===== src/hdl/eipc_pkg.sv =====
// Shared constants and carriers for the external interrupt priority block
package eipc_pkg;

   // Register byte offsets on the AHB-Lite slave
   localparam logic [7:0] EIPC_OFS_PSC    = 8'h00; // pin_sense_control
   localparam logic [7:0] EIPC_OFS_ERS    = 8'h04; // ext_request_status
   localparam logic [7:0] EIPC_OFS_PRIO_X = 8'h08; // priority, pins 0..7
   localparam logic [7:0] EIPC_OFS_PRIO_M = 8'h0c; // priority, modules
   localparam logic [7:0] EIPC_OFS_STAT   = 8'h10; // acceptance status

   // Field positions inside pin_sense_control
   localparam int EIPC_PSC_NMI_PIN_LEVEL_BIT = 15;  // nmi_pin_level, read only
   localparam int EIPC_PSC_NMI_EDGE_POLARITY_BIT = 8;   // nmi_edge_polarity
   localparam int EIPC_PSC_RSV_HI   = 14;  // reserved, reads zero
   localparam int EIPC_PSC_RSV_LO   = 9;

   // Values after reset
   localparam logic       EIPC_NMI_EDGE_POLARITY_RST  = 1'b0;     // falling edge
   localparam logic [7:0] EIPC_SENSE_RST = 8'h00;    // low level
   localparam logic [7:0] EIPC_FLAG_RST  = 8'h00;
   localparam logic [31:0] EIPC_PRIO_RST = 32'h0000_0000;

   // Priority levels and source coding
   localparam int          EIPC_NUM_PINS = 8;
   localparam logic [4:0]  EIPC_NMI_LVL  = 5'h10;    // above any field
   localparam logic [4:0]  EIPC_NMI_SRC  = 5'h1f;    // source code of NMI
   localparam int          EIPC_SYNC_LEN = 3;

   // Pipeline lengths in clock cycles
   localparam int EIPC_DMA_JUDGE_CYC = 1;
   localparam int EIPC_CMP_MOD_CYC   = 2;
   localparam int EIPC_CMP_PIN_CYC   = 3;

   // DMA activation settings seen by the arbiter
   typedef struct packed {
      logic             master_en;   // dma_master_enable
      logic [3:0]       chan_en;     // dma_channel0..3_enable
      logic [3:0][4:0]  chan_src;    // activation source per channel
   } eipc_dma_cfg_t;

   // Accepted request handed to the core
   typedef struct packed {
      logic [4:0] level;             // 0..15, or 16 for NMI
      logic [4:0] src;               // 0..7 pins, 8.. modules, NMI code
   } eipc_accept_t;

endpackage : eipc_pkg


===== src/hdl/eipc_ctrl.sv =====
// External interrupt priority controller with AHB-Lite register slave
// How it works
// - NMI level bit mirrors pin, read only
// - Reserved control bits 14..9 read zero
// - NMI polarity: 0 falling, 1 rising edge
// - Sense bit: 0 low level, 1 falling edge
// - Level mode flag follows pin directly
// - Edge mode flag sets on falling edge
// - Edge flag clears by read-1 then write-0
// - Edge flag clears when exception processing runs
// - Status cleared by power-on, kept in standby
// - Highest programmed level among requests wins
// - Pending edges held; resets discard them
// - Ties resolved by fixed default order
// - Accept only if level exceeds core mask
// - Acceptance drives active-low output low
// - Accepted level loaded into core mask
// - Level/module requests release after mask load
// - Edge requests release at exception start
// - Higher accept while busy keeps output low
// - DMA judge 1, compare 2 or 3
// - DMA-selected sources masked from arbiter
// - DMA-routed sources never interrupt core
// - Four-bit fields, level 0 to 15
module eipc_ctrl
   import eipc_pkg::*;
#(
   parameter int NUM_MOD = 4            // on-chip module sources
) (
   // Clock and reset
   input  wire logic                 hclk,
   input  wire logic                 hresetn,
   input  wire logic                 manual_reset,
   // AHB-Lite slave
   input  wire logic                 hsel,
   input  wire logic [31:0]          haddr,
   input  wire logic [1:0]           htrans,
   input  wire logic                 hwrite,
   input  wire logic [2:0]           hsize,
   input  wire logic [31:0]          hwdata,
   input  wire logic                 hready,
   output logic      [31:0]          hrdata,
   output logic                      hreadyout,
   output logic                      hresp,
   // Interrupt pins, active low except NMI
   input  wire logic                 nmi_pin,
   input  wire logic [7:0]           ext_req_pin_n,
   // On-chip module requests and DMA settings
   input  wire logic [NUM_MOD-1:0]   mod_req,
   input  wire eipc_dma_cfg_t        dma_cfg,
   // Core side
   input  wire logic [3:0]           cpu_mask_level,
   input  wire logic                 core_exc_start,
   input  wire logic                 core_mask_loaded,
   output logic                      accept_indicator_out_n,
   output eipc_accept_t              accept_info
);

   localparam int NSRC = EIPC_NUM_PINS + NUM_MOD;

   // Refuse sizes the priority register cannot hold
   if (NUM_MOD < 1 || NUM_MOD > 4) begin : g_chk
      $error("NUM_MOD must lie between 1 and 4");
   end

   // ---------------- Synchronisers (three stages, agreement filter)
   logic [8:0]  sync1_reg, sync2_reg, sync3_reg;   // pins, NMI at bit 8
   logic [8:0]  pin_flt_reg, pin_flt_next;         // filtered levels
   logic [8:0]  pin_old_reg;                       // for edge detection

   // Filtered level only changes when stages two and three agree
   always_comb begin
      pin_flt_next = pin_flt_reg;
      for (int i = 0; i < 9; i++) begin
         if (sync2_reg[i] == sync3_reg[i]) begin
            pin_flt_next[i] = sync3_reg[i];
         end
      end
   end

   always_ff @(posedge hclk or negedge hresetn) begin
      if (!hresetn) begin
         sync1_reg   <= 9'h1ff;                 // idle: pins high
         sync2_reg   <= 9'h1ff;
         sync3_reg   <= 9'h1ff;
         pin_flt_reg <= 9'h1ff;
         pin_old_reg <= 9'h1ff;
      end else begin
         sync1_reg   <= {nmi_pin, ext_req_pin_n};
         sync2_reg   <= sync1_reg;
         sync3_reg   <= sync2_reg;
         pin_flt_reg <= pin_flt_next;
         pin_old_reg <= pin_flt_reg;
      end
   end

   // ---------------- Register file state
   logic         nmi_edge_polarity_reg, nmi_edge_polarity_next;          // nmi_edge_polarity
   logic [7:0]   sense_reg, sense_next;        // per pin, index = pin
   logic [7:0]   flag_reg, flag_next;          // edge-held flags
   logic [7:0]   seen_reg, seen_next;          // flag read as one
   logic         nmi_pend_reg, nmi_pend_next;  // NMI edge pending
   logic [31:0]  prio_x_reg, prio_x_next;      // pin 0 at [31:28]
   logic [15:0]  prio_m_reg, prio_m_next;      // module 0 at [15:12]
   logic         dph_wr_reg;                   // write data phase
   logic [7:0]   dph_addr_reg;
   logic [31:0]  hrdata_next;
   logic [7:0]   flag_view;                    // flags as software sees
   logic [7:0]   rev_view;                     // pin 0 at bit 7
   logic [15:0]  psc_view;
   logic         addr_ok;                      // AHB address phase taken
   logic         nmi_edge;

   // Accept state, declared here since the status read shows it
   logic         acc_busy_reg, acc_busy_next;
   logic         acc_edge_reg, acc_edge_next;
   logic         acc_n_reg, acc_n_next;
   eipc_accept_t acc_reg, acc_next;

   assign addr_ok = hsel && htrans[1] && hready;

   // Software view of flags: level pins show the pin, edge pins the hold
   always_comb begin
      flag_view = 8'h00;
      rev_view  = 8'h00;
      for (int i = 0; i < 8; i++) begin
         flag_view[i] = sense_reg[i] ? flag_reg[i] : !pin_flt_reg[i];
         rev_view[7-i] = flag_view[i];
      end
      psc_view = 16'h0000;
      psc_view[EIPC_PSC_NMI_PIN_LEVEL_BIT] = pin_flt_reg[8];
      psc_view[EIPC_PSC_RSV_HI:EIPC_PSC_RSV_LO] = 6'h00;
      psc_view[EIPC_PSC_NMI_EDGE_POLARITY_BIT] = nmi_edge_polarity_reg;
      for (int i = 0; i < 8; i++) begin
         psc_view[7-i] = sense_reg[i];
      end
   end

   assign nmi_edge = nmi_edge_polarity_reg ? (pin_flt_reg[8] && !pin_old_reg[8])
                              : (!pin_flt_reg[8] && pin_old_reg[8]);

   // Next values of the register file and the held requests
   always_comb begin
      nmi_edge_polarity_next     = nmi_edge_polarity_reg;
      sense_next    = sense_reg;
      flag_next     = flag_reg;
      seen_next     = seen_reg;
      prio_x_next   = prio_x_reg;
      prio_m_next   = prio_m_reg;
      nmi_pend_next = nmi_pend_reg;
      hrdata_next   = 32'h0000_0000;      // unmapped reads give zero
      // Read data is fixed at the address phase, zero wait
      if (addr_ok && !hwrite) begin
         unique case (haddr[7:0])
            EIPC_OFS_PSC:    hrdata_next = {16'h0000, psc_view};
            EIPC_OFS_ERS: begin
               hrdata_next = {24'h000000, rev_view};
               seen_next = seen_reg | (flag_view & sense_reg);
            end
            EIPC_OFS_PRIO_X: hrdata_next = prio_x_reg;
            EIPC_OFS_PRIO_M: hrdata_next = {16'h0000, prio_m_reg};
            EIPC_OFS_STAT:   hrdata_next = {16'h0000, 3'h0, acc_busy_reg,
                                            1'b0, acc_reg.level,
                                            1'b0, acc_reg.src};
            default:         hrdata_next = 32'h0000_0000;
         endcase
      end
      // Write data phase
      if (dph_wr_reg) begin
         unique case (dph_addr_reg)
            EIPC_OFS_PSC: begin
               nmi_edge_polarity_next = hwdata[EIPC_PSC_NMI_EDGE_POLARITY_BIT];
               for (int i = 0; i < 8; i++) begin
                  sense_next[i] = hwdata[7-i];
               end
            end
            EIPC_OFS_ERS: begin
               for (int i = 0; i < 8; i++) begin
                  if (!hwdata[7-i] && seen_reg[i]) begin
                     flag_next[i] = 1'b0;
                  end
               end
               seen_next = 8'h00;
            end
            EIPC_OFS_PRIO_X: prio_x_next = hwdata;
            EIPC_OFS_PRIO_M: prio_m_next = hwdata[15:0];
            default: ;                     // writes elsewhere ignored
         endcase
      end
      for (int i = 0; i < 8; i++) begin
         if (core_exc_start && acc_busy_reg && acc_edge_reg &&
             acc_reg.src == 5'(i)) begin
            flag_next[i] = 1'b0;
         end
         // falling edge sets, wins over a clear
         if (sense_reg[i] && !pin_flt_reg[i] && pin_old_reg[i]) begin
            flag_next[i] = 1'b1;
         end
         // Level pins hold nothing
         if (!sense_next[i]) begin
            flag_next[i] = 1'b0;
         end
      end
      if (core_exc_start && acc_busy_reg && acc_reg.src == EIPC_NMI_SRC) begin
         nmi_pend_next = 1'b0;
      end
      if (nmi_edge) begin
         nmi_pend_next = 1'b1;
      end
      if (manual_reset) begin
         flag_next     = EIPC_FLAG_RST;
         seen_next     = 8'h00;
         nmi_pend_next = 1'b0;
      end
   end

   // power-on reset clears all; manual_reset clears only flags, seen marks and pending NMI; standby has no effect
   always_ff @(posedge hclk or negedge hresetn) begin
      if (!hresetn) begin
         nmi_edge_polarity_reg     <= EIPC_NMI_EDGE_POLARITY_RST;
         sense_reg    <= EIPC_SENSE_RST;
         flag_reg     <= EIPC_FLAG_RST;
         seen_reg     <= 8'h00;
         nmi_pend_reg <= 1'b0;
         prio_x_reg   <= EIPC_PRIO_RST;
         prio_m_reg   <= EIPC_PRIO_RST[15:0];
         dph_wr_reg   <= 1'b0;
         dph_addr_reg <= 8'h00;
         hrdata       <= 32'h0000_0000;
         hreadyout    <= 1'b0;
         hresp        <= 1'b0;
      end else begin
         nmi_edge_polarity_reg     <= nmi_edge_polarity_next;
         sense_reg    <= sense_next;
         flag_reg     <= flag_next;
         seen_reg     <= seen_next;
         nmi_pend_reg <= nmi_pend_next;
         prio_x_reg   <= prio_x_next;
         prio_m_reg   <= prio_m_next;
         dph_wr_reg   <= addr_ok && hwrite;
         dph_addr_reg <= haddr[7:0];
         hrdata       <= hrdata_next;
         hreadyout    <= 1'b1;          // never stretches a transfer
         hresp        <= 1'b0;          // always OKAY
      end
   end

   // ---------------- DMA judgment and arbitration pipeline
   logic [NSRC-1:0] raw_req, dma_mask;
   logic [NSRC-1:0] judged_reg;           // after DMA judgment
   logic [7:0]      pin_dly_reg;          // extra compare state for pins
   logic [NSRC-1:0] cand;
   logic            win_found;
   logic [4:0]      win_lvl, win_src;
   logic            win_v_reg;
   logic [4:0]      win_lvl_reg, win_src_reg;
   logic            nmi_dly_reg;
   logic [0:NSRC-1][3:0] src_lvl; // pin 0 first, then modules

   // Level field of every source, pins ahead of modules
   assign src_lvl = {prio_x_reg, prio_m_reg[15 -: 4*NUM_MOD]};

   // Raw requests and DMA routing mask per source
   always_comb begin
      raw_req = {mod_req, flag_view};
      dma_mask = '0;
      for (int i = 0; i < NSRC; i++) begin
         for (int c = 0; c < 4; c++) begin
            // master and channel enable with source match
            if (dma_cfg.master_en && dma_cfg.chan_en[c] &&
                dma_cfg.chan_src[c] == 5'(i)) begin
               dma_mask[i] = 1'b1;
            end
         end
      end
      // pins wait one more compare state
      cand = judged_reg;
      cand[7:0] = pin_dly_reg;
   end

   // Winner: highest level, lowest index on equal levels
   always_comb begin
      win_found = 1'b0;
      win_lvl   = 5'h00;
      win_src   = 5'h00;
      for (int i = 0; i < NSRC; i++) begin
         if (cand[i] && (!win_found || {1'b0, src_lvl[i]} > win_lvl)) begin
            win_found = 1'b1;
            win_lvl   = {1'b0, src_lvl[i]};
            win_src   = 5'(i);
         end
      end
      if (nmi_dly_reg) begin
         win_found = 1'b1;
         win_lvl   = EIPC_NMI_LVL;
         win_src   = EIPC_NMI_SRC;
      end
   end

   // Pipeline registers: judgment, pin delay, compare result
   always_ff @(posedge hclk or negedge hresetn) begin
      if (!hresetn) begin
         judged_reg  <= '0;
         pin_dly_reg <= 8'h00;
         nmi_dly_reg <= 1'b0;
         win_v_reg   <= 1'b0;
         win_lvl_reg <= 5'h00;
         win_src_reg <= 5'h00;
      end else begin
         // routed sources never reach the core
         judged_reg  <= raw_req & ~dma_mask;
         pin_dly_reg <= judged_reg[7:0];
         nmi_dly_reg <= nmi_pend_reg;
         win_v_reg   <= win_found;
         win_lvl_reg <= win_lvl;
         win_src_reg <= win_src;
      end
   end

   // ---------------- Acceptance and the active-low request output
   logic take;
   logic win_live;

   always_comb begin
      // Stale winner entries need a live request
      win_live = (win_src_reg == EIPC_NMI_SRC) && nmi_pend_reg;
      for (int i = 0; i < NSRC; i++) begin
         if (win_src_reg == 5'(i)) win_live = raw_req[i] && !dma_mask[i];
      end
      take = win_v_reg && (win_lvl_reg > {1'b0, cpu_mask_level}) &&
             (!acc_busy_reg || win_lvl_reg > acc_reg.level) && win_live;
      acc_busy_next = acc_busy_reg;
      acc_edge_next = acc_edge_reg;
      acc_n_next    = acc_n_reg;
      acc_next      = acc_reg;
      // edge source released at exception start
      if (acc_busy_reg && acc_edge_reg && core_exc_start) begin
         acc_busy_next = 1'b0;
         acc_n_next    = 1'b1;
      end
      // level or module released after mask load
      if (acc_busy_reg && !acc_edge_reg && core_mask_loaded) begin
         acc_busy_next = 1'b0;
         acc_n_next    = 1'b1;
      end
      // a higher accept overrides the release
      if (take) begin
         acc_busy_next = 1'b1;
         acc_n_next    = 1'b0;
         acc_next.level = win_lvl_reg;
         acc_next.src   = win_src_reg;
         acc_edge_next  = (win_src_reg == EIPC_NMI_SRC) ||
                          (win_src_reg < 5'd8 && sense_reg[win_src_reg[2:0]]);
      end
   end

   // Output flip-flops feed the core directly
   always_ff @(posedge hclk or negedge hresetn) begin
      if (!hresetn) begin
         acc_busy_reg <= 1'b0;
         acc_edge_reg <= 1'b0;
         acc_n_reg    <= 1'b1;
         acc_reg      <= '0;
      end else begin
         acc_busy_reg <= acc_busy_next;
         acc_edge_reg <= acc_edge_next;
         acc_n_reg    <= acc_n_next;
         acc_reg      <= acc_next;
      end
   end

   assign accept_indicator_out_n = acc_n_reg;
   assign accept_info            = acc_reg;

endmodule // eipc_ctrl


===== config.mk =====
export PLATFORM = sky130hd
export DESIGN_NAME = eipc_ctrl
export DESIGN_NICKNAME = d
export VERILOG_FILES = /design/src/hdl/eipc_pkg.sv /design/src/hdl/eipc_ctrl.sv
export SDC_FILE = /design/constraint.sdc
export NUM_CORES = 1
export LEC_CHECK = 0
export BUFFER_PORTS_ARGS = -buffer_cell sky130_fd_sc_hd__buf_2
export CORE_ASPECT_RATIO = 1.75
export CORE_MARGIN = 5
export CORE_UTILIZATION = 40
export CTS_CLUSTER_SIZE = 20
export DETAILED_ROUTE_END_ITERATION = 10
export GPL_ROUTABILITY_DRIVEN = 0
export SLEW_MARGIN = 20
export SYNTH_ARGS = -nofsm -noshare
export SYNTH_HDL_FRONTEND = slang
export SYNTH_SLANG_ARGS = --single-unit

===== constraint.sdc =====
create_clock -name hclk -period 23.3 [get_ports hclk]
set_input_delay 5.825 -clock hclk [delete_from_list [all_inputs] [get_ports hclk]]
set_output_delay 5.825 -clock hclk [all_outputs]
set_load 0.01 [all_outputs]

==> flow_summary.ini, run 1 <==
[synth]
synth_edf_count = 0
async_flop_share = 1.00
synth_top_area_frac = 0.376
syn-num-nets = 1149
ys.flop_type = dfrtp_1
synth_top_area_cell = dfrtp_1
synth_area_leaders = dfrtp_1 38%, dfstp_2 12%, mux2_2 7.5%
synth_seq_cells = 204
ys_seq_area_frac = 0.491
avgSynthCellArea_um2 = 10.8
yosysWarnings = 0
synth.distinct_cells = 78
syn-cell-area_um2 = 10500
synth_cells = 977

[cells_and_area]
n_antenna_cell = 0
syn_to_final_growth_pct = 16.4
nets = 1281
fin_util = 0.471
fin_cells = 1444
drive_above_1_share = 0.286
final_area_um2 = 12200

[power_and_ir_drop]
p_per_area_nw_per_um2 = 117
fin_total_pwr_mw = 1.43
power.leakage_nw = 5.57
ir_drop_v = 0.0000870

[global_route]
grt_max_degree = 89
antenna_found_initial = 0
track_usage = 0.197
grt_overflow = 0
grt_pass1_wl_um = 46400
grt_pass1_vias = 8488

[detailed_routing]
drc = 0
wl_um = 29700
vias = 8214
post_drt_wl_per_cell_um = 20.6
via_per_inst = 5.69
firstDrtPassIters = 5
antenna_left = 0
drt-initial-drc-count = 421

[worst_setup_path]
crit_top_cell = ha_1
slowest_delay_ns = 0.68
endpoint_kind = flip-flop
crit_path_start_kind = flip-flop
slowest_stage = a21oi_1
crit_fanout = 14
criticalPathCategory = reg2reg
worstPathRequired_ns = 23.65
arrival_ns = 19.06

[sta]
slew_headroom = 0.293
skew_ns = 0.0201
clock.fmax_ghz = 0.0534
tightest_slew_ns = 1.05
setup_tns_ns = 0
fin_crit_ns = 18.71
rsz0062_at_grt = false
finalMaxSlewViolations = 0
setup-violations-final = 0
period_share = 0.803
finalHoldViolCount = 0

[floorplanning]
fp.dieW_um = 133
fp-row-count = 78
io_pins = 164
dieArea_um2 = 29700
fp.dieH_um = 224
start_util = 0.405
core_um2 = 26000

[clock_network]
h-tree-depth = 1
cts_made_buffers = 21
hold_buffers = 0
postCtsSetupRepairBufs = 0
ctsResizeCount = 0
numClockSinks = 204
insertion_delay_ns = 0.50
clk_pin_slew_ns = 0.07
clockBufferDepth = 3
cts_root_buf = clkbuf_16
cts_tree = built

[placed_design]
dp_hpwl_um = 23200
dpl-instance-area_um2 = 11500
dp.cells = 1406
port_buffers = 134

[status]
status = complete, no violations

[job]
cap_violations = 0

[min_path]
holdCritPathClass = reg2reg
## cells in the final DEF (no fill, tap or decap), types with 27 or more instances in the layout
cell	instances
a21oi_1	48
buf_2	133
dfrtp_1	158
dfstp_2	46
ha_1	53
inv_1	41
mux2_2	70
nand2_1	68
nand2b_1	27
nor2_1	67
nor3_1	29
o21ai_0	36
## stage by stage
step                      setup slack, ns  hold WS [ns]
after floorplan                      7.90         0.331
after CTS                            4.68         0.347
after global placement               4.91         0.334
after detailed placement             4.76         0.335
after global routing                 3.04         0.358
final                                4.59         0.348
## cells by family (layout without fill, tap and decap cells)
| group | after synthesis | in the layout | synth area share |
|---|---|---|---|
| fa+ha+maj | 62 | 62 | 0.0717 |
| other cells | 2 | 2 | 0.000715 |
| buf+inv | 72 | 219 | 0.0282 |
| flops | 204 | 204 | 0.491 |
| simple gates | 338 | 338 | 0.176 |
| mux | 88 | 88 | 0.0946 |
| compound gates | 211 | 211 | 0.138 |
## cell usage after synthesis, types with 12 or more instances
cell / instances
dfrtp_1: 158
mux2_2: 70
nand2_1: 68
nor2_1: 67
ha_1: 53
a21oi_1: 48
dfstp_2: 46
inv_1: 41
o21ai_0: 36
nor3_1: 29
nand2b_1: 27
and2_1: 26
clkbuf_1: 22
a31oi_1: 16
mux2i_1: 16
nand3_1: 15
nand3b_1: 13
nand4_1: 13
a211oi_1: 12
nor4_1: 12
## path summary, 6_finish.rpt
kind	from	cells after the start	to	slack, ns
max in group asynchronous	hresetn	2	judged_reg[3]	16.69
min in group asynchronous	hresetn	1	hrdata[15]	5.37
max	pin_dly_reg[0]	76	win_lvl_reg[3]	4.59
min reg2reg	judged_reg[4]	0	pin_dly_reg[4]	0.35
min	judged_reg[4]	0	pin_dly_reg[4]	0.35
max reg2reg	pin_dly_reg[0]	76	win_lvl_reg[3]	4.59
## worst max-delay path, delay by kind of cell, from the launching register on
kind	cells	cell delay [ns]
AO/OA/AOI/OAI	40	10.05
flip-flops	1	0.48
AND/OR/NAND/NOR	21	4.15
adder cells (fa/ha/maj)	11	3.10
buffers and inverters	3	0.38
multiplexers	1	0.40
## power breakdown
part	internal, mW	switching, mW
sequential	0.394	0.0524
combinational	0.275	0.356
clock	0.216	0.137
## layer usage
layer	track usage	wire length, um	share of wire	vias up
met4	0.113	1950	0.066	0
met2	0.369	15700	0.53	243
met5	0	0	0	-
li1	-	-	-	3855
met1	0.209	10700	0.36	4036
met3	0.0304	1380	0.047	80
## area by class of cell
cell class | count | area, um^2
fillers | 2477 | 13700
clock buffers | 30 | 609
clock inverters | 8 | 125
inverters | 41 | 154
multi-input cells | 701 | 5050
repair buffers | 140 | 724
flip-flops and latches | 204 | 5160
well taps | 320 | 400
Power figures use the tool's default switching activity.
==> run 2: changes to the inputs <==
==> constraint.sdc (replaced) <==
create_clock -name hclk -period 19.5 [get_ports hclk]
set_input_delay 4.875 -clock hclk [delete_from_list [all_inputs] [get_ports hclk]]
set_output_delay 4.875 -clock hclk [all_outputs]
set_load 0.01 [all_outputs]
==> run 2 against run 1 <==
Net effect: worst hold slack better by 0.00095 ns; cell area is 0.42% lower; first-iteration DRC count up 15%; sequential share of layout area is 0.18 points higher; worst setup slack got worse by 2.9 ns; register-to-register slack worse by 2.9 ns; routed wire length increased by 0.66%; clock power up 9.9%.
==> flow_summary.ini, run 2 (synthesized netlist as in run 1, its figures left out) <==
[status]
status = complete, no violations

[sta]
rsz0062_at_grt = false
tightest_slew_ns = 1.03
clock.fmax_ghz = 0.0560
fin_crit_ns = 17.85
setup_tns_ns = 0
setup_ws_ns = 1.65
slew_headroom = 0.306
period_share = 0.915
finalHoldViolCount = 0
skew_ns = 0.0234
holdWs_ns = 0.349
finalMaxSlewViolations = 0
setup-violations-final = 0

[clock_network]
clk_pin_slew_ns = 0.06
cts_made_buffers = 20
cts_root_buf = clkbuf_16
clockBufferDepth = 3
h-tree-depth = 1
cts_tree = built
numClockSinks = 204
insertion_delay_ns = 0.52
postCtsSetupRepairBufs = 0

[power_and_ir_drop]
switching_power_uw = 652
ir_drop_v = 0.0000876
p_int_mw = 1.03
power.leakage_nw = 5.55
p_per_area_nw_per_um2 = 138
power_frac_seq = 0.317
clockPowerShare = 0.231
fin_total_pwr_mw = 1.68
sw_frac_of_total = 0.388
p_comb_frac = 0.451

[worst_setup_path]
r2r_setup_slack_ns = 1.65
slowest_delay_ns = 0.58
criticalPathCategory = reg2reg
worstPathRequired_ns = 19.85
crit_fanout = 14
crit_top_cell = ha_1
crit_path_start_kind = flip-flop
reg2reg_to = win_lvl_reg[3]
endpoint_kind = flip-flop
startpoint = pin_dly_reg[0]
reg2regPathDepth = 78
arrival_ns = 18.20
r2r_start = pin_dly_reg[0]
slowest_stage = a41oi_1

[floorplanning]
fp.dieW_um = 133
core_um2 = 26000
start_util = 0.405
fp-row-count = 78
dieArea_um2 = 29700
fp.dieH_um = 224
io_pins = 164

[min_path]
holdCritPathClass = reg2reg
holdPathStages = 0
worstHoldStart = judged_reg[0]
holdPathEnd = pin_dly_reg[0]

[placed_design]
dp.cells = 1407
dpl-instance-area_um2 = 11500
port_buffers = 134
dp_hpwl_um = 23100
dpl_worst_slack_ns = 1.58

[detailed_routing]
post_drt_wl_per_cell_um = 20.7
vias = 8173
via_per_inst = 5.66
drt-initial-drc-count = 483
antenna_left = 0
firstDrtPassIters = 5
wl_um = 29900
drc = 0

[cells_and_area]
mostFrequentLayoutCells = 158 x dfrtp_1, 133 x buf_2, 70 x mux2_2
syn_to_final_growth_pct = 15.9
drive_above_1_share = 0.285
final_common_cell = dfrtp_1
n_antenna_cell = 0
final_area_um2 = 12200
fin_cells = 1443
nets = 1281
fin_util = 0.469

[global_route]
grt_max_degree = 89
grt_pass1_vias = 8440
grt_overflow = 0
track_usage = 0.199
grt_pass1_wl_um = 46900
antenna_found_initial = 0

[job]
cap_violations = 0
-- run 2: critical path, delay by kind of cell, from the launching register on --
| kind | cells | cell delay, ns |
|---|---|---|
| compound gates | 41 | 9.51 |
| fa+ha+maj | 11 | 3.01 |
| buf+inv | 4 | 0.59 |
| flops | 1 | 0.48 |
| mux | 1 | 0.39 |
| simple gates | 21 | 3.67 |
-- run 2: cell type report --
class / count / area (um^2)
clock buffers: 31 / 636
clock inverters: 5 / 36.3
fillers: 2465 / 13800
inverters: 41 / 154
multi-input cells: 701 / 5060
flip-flops and latches: 204 / 5160
well taps: 320 / 400
repair buffers: 141 / 732
-- run 2: worst max-delay path by stage --
stage | to | slack (ns)
floorplan | win_src_reg[1] | 4.10
global placement | win_src_reg[1] | 1.62
detailed placement | win_lvl_reg[3] | 1.58
CTS | win_lvl_reg[3] | 1.43
global route | win_lvl_reg[3] | 0.24
finish | win_lvl_reg[3] | 1.65
-- run 2: layer usage --
| layer | up-vias | track usage | share of wire |
|---|---|---|---|
| met3 | 64 | 0.0291 | 0.046 |
| met5 | - | 0 | 0 |
| met1 | 4021 | 0.210 | 0.36 |
| met4 | 0 | 0.0899 | 0.046 |
| met2 | 228 | 0.385 | 0.55 |
| li1 | 3860 | - | - |
-- run 2: power groups by stage --
stage,clock (mW),combinational (mW),sequential (mW)
6_report,0.388,0.758,0.533
5_1_grt,0.418,0.850,0.537
4_1_cts,0.401,0.758,0.533
3_5_place_dp,0,0.749,0.540
3_3_place_gp,0,0.735,0.540
2_1_floorplan,0,0.560,0.511
-- run 2: repair_timing --
| action | in CTS | in global routing |
|---|---|---|
| resized for setup | 0 | 1 |
| hold buffers | 0 | 0 |
| setup endpoints to repair | 0 | 4 |
==> run 3: changes to the inputs <==
--- a/config.mk
+++ b/config.mk
@@ -5,6 +5,7 @@
 export SDC_FILE = /design/constraint.sdc
 export NUM_CORES = 1
 export LEC_CHECK = 0
+export ABC_AREA = 1
 export BUFFER_PORTS_ARGS = -buffer_cell sky130_fd_sc_hd__buf_2
 export CORE_ASPECT_RATIO = 1.75
 export CORE_MARGIN = 5
@@ -12,6 +13,7 @@
 export CTS_CLUSTER_SIZE = 20
 export DETAILED_ROUTE_END_ITERATION = 10
 export GPL_ROUTABILITY_DRIVEN = 0
+export SETUP_SLACK_MARGIN = 0.02
 export SLEW_MARGIN = 20
 export SYNTH_ARGS = -nofsm -noshare
 export SYNTH_HDL_FRONTEND = slang
==> constraint.sdc (replaced) <==
create_clock -name hclk -period 19.5 [get_ports hclk]
set_input_delay 4.875 -clock hclk [delete_from_list [all_inputs] [get_ports hclk]]
set_output_delay 4.875 -clock hclk [all_outputs]
set_load 0.005 [all_outputs]
==> run 3 against run 2 <==
Net effect: clock power fell by 2%; register-to-register slack better by 2.8 ns; flip-flop and latch count unchanged; count of clock-buffer cells in the layout did not move; maximum frequency up 19%; critical path depth rose by 28; synthesized area decreased by 1.8%; final cell count grew 17%; non-clock buffer count shrank 3; sequential power fell by 4.5%; largest cell class unchanged.
==> flow_summary.ini, run 3 <==
[status]
status = complete, no violations

[clock_network]
cts_tree = built
numClockSinks = 204
clk_pin_slew_ns = 0.06
hold_buffers = 0
ctsResizeCount = 0
cts_root_buf = clkbuf_16
cts_made_buffers = 21
postCtsSetupRepairBufs = 0
h-tree-depth = 1
insertion_delay_ns = 0.53
clockBufferDepth = 3

[power_and_ir_drop]
fin_total_pwr_mw = 1.31
p_per_area_nw_per_um2 = 110
sw_frac_of_total = 0.365
switching_power_uw = 480
power_frac_seq = 0.387
ir_drop_v = 0.0000773
p_int_uw = 835
p_comb_frac = 0.322
clockPowerShare = 0.291
power.leakage_nw = 6.29

[synth]
yosysWarnings = 0
synthMuxAreaShare = 0.00655
synth_xor_area_frac = 0
synth.distinct_cells = 50
synth_edf_count = 0
synth_top_area_cell = dfrtp_1
synth_top_family_by_area = simple AND/OR/NAND/NOR gates
syn-cell-area_um2 = 10300
yosysMostFrequentCell = nand2_1
avgSynthCellArea_um2 = 8.51
synth_area_leaders = dfrtp_1 38%, dfstp_2 12%, nand2_1 9.6%
yosys.area_share.simple = 0.225
synth_cells = 1213
synth_seq_cells = 204
ys.flop_type = dfrtp_1
ys_seq_area_frac = 0.500
synth_commonest_cells = 263 x nand2_1, 164 x inv_1, 158 x dfrtp_1
syn-num-nets = 1385
synth_compound_area_frac = 0.122
synthAdderAreaFrac = 0.0730
synth_top_area_frac = 0.383
async_flop_share = 1.00

[global_route]
grt_pass1_wl_um = 46800
grt_overflow = 0
grt_pass1_vias = 8851
antenna_found_initial = 0
track_usage = 0.201
grt_max_degree = 103

[floorplanning]
fp-row-count = 77
io_pins = 164
fp.dieH_um = 222
core_um2 = 25300
dieArea_um2 = 29200
start_util = 0.407
fp.dieW_um = 131

[min_path]
holdCritPathClass = reg2reg
holdPathStages = 0
worstHoldStart = sync1_reg[2]
holdPathEnd = sync2_reg[2]

[worst_setup_path]
endpoint_kind = flip-flop
crit_top_cell = nand2_1
reg2regPathDepth = 106
criticalPathCategory = reg2reg
r2r_setup_slack_ns = 4.45
crit_path_start_kind = flip-flop
slowest_stage = dfrtp_1
r2r_start = pin_dly_reg[0]
slowest_delay_ns = 0.46
crit_fanout = 13
worstPathRequired_ns = 19.88
arrival_ns = 15.43
reg2reg_to = win_src_reg[1]

[sta]
fin_crit_ns = 15.05
finalHoldViolCount = 0
period_share = 0.772
setup-violations-final = 0
slew_headroom = 0.364
tightest_slew_ns = 0.952
clock.fmax_ghz = 0.0665
skew_ns = 0.0151
setup_tns_ns = 0
finalMaxSlewViolations = 0
rsz0062_at_grt = false

[placed_design]
port_buffers = 134
dp_hpwl_um = 23300

[cells_and_area]
final_common_cell = nand2_1
mostFrequentLayoutCells = 262 x nand2_1, 164 x inv_1, 158 x dfrtp_1
n_antenna_cell = 0
drive_above_1_share = 0.184
nets = 1526
syn_to_final_growth_pct = 16.0
fill_cells = 2509

[detailed_routing]
via_per_inst = 5.16
post_drt_wl_per_cell_um = 17.6
top_layer = met4
m1WireLength_um = 10500
drc = 0
routed-wl-met2_um = 15700
dr_wl_met3_um = 1420
wl_um = 29700
firstDrtPassIters = 5
vias = 8700
antenna_left = 0
drt-initial-drc-count = 537

[job]
cap_violations = 0
run 3: worst max-delay path, delay by kind of cell, from the launching register on:
| kind | cells | cell delay, ns |
|---|---|---|
| and+or+nand+nor | 53 | 6.05 |
| AOI/OAI and AO/OA | 29 | 4.05 |
| adders and majority gates | 11 | 3.03 |
| buffers and inverters | 13 | 1.31 |
| DFF | 1 | 0.46 |
run 3: final cells by class:
type | count | area, um^2 | area share
Clock buffer | 31 | 593 | 0.0495
Clock inverter | 7 | 46.3 | 0.00387
Inverter | 173 | 649 | 0.0542
Multi-Input combinational cell | 816 | 4420 | 0.369
Sequential cell | 204 | 5160 | 0.431
Tap cell | 316 | 395 | 0.0330
Timing Repair Buffer | 138 | 709 | 0.0593
run 3: worst max path at each step:
stage	start	end	slack [ns]
detailed placement	pin_dly_reg[0]	win_lvl_reg[1]	4.44
global placement	pin_dly_reg[0]	win_lvl_reg[1]	4.61
floorplan	pin_dly_reg[0]	win_src_reg[1]	7.13
CTS	pin_dly_reg[0]	win_src_reg[1]	4.40
finish	pin_dly_reg[0]	win_src_reg[1]	4.45
global route	pin_dly_reg[0]	win_src_reg[1]	2.83
run 3: cell families (layout without fill, tap and decap cells):
logic type	after synthesis	after routing
compound gates	207	207
buf+inv	193	349
simple gates	539	539
flops	204	204
other cells	2	2
fa+ha+maj	62	62
mux	6	6
run 3: per-stage QoR:
| stage | cell area, um^2 | worst slack [ns] | hold slack [ns] | utilization | std cells |
|---|---|---|---|---|---|
| after CTS | 12000 | 4.40 | 0.348 | 0.472 | 1685 |
| after floorplan | 10300 | 7.13 | 0.331 | - | 1213 |
| after detailed placement | 11300 | 4.44 | 0.335 | 0.447 | 1647 |
| after global placement | 11300 | 4.61 | 0.334 | 0.447 | 1647 |
| after global routing | 12000 | 2.83 | 0.347 | 0.473 | 1685 |
| final | 12000 | 4.45 | 0.346 | 0.473 | 1685 |
run 3: metal layers:
metal  global-route usage  up-vias
met5                    0        -
li1                     -     4272
met2                0.373      249
met1                0.207     4085
met3               0.0283       94
met4                0.133        0
run 3: power groups by stage:
stage,Clock [mW],Combinational (mW),Sequential (mW)
3_3_place_gp,0,0.416,0.516
3_5_place_dp,0,0.425,0.516
6_report,0.382,0.423,0.509
2_1_floorplan,0,0.303,0.500
5_1_grt,0.407,0.488,0.513
4_1_cts,0.396,0.428,0.509
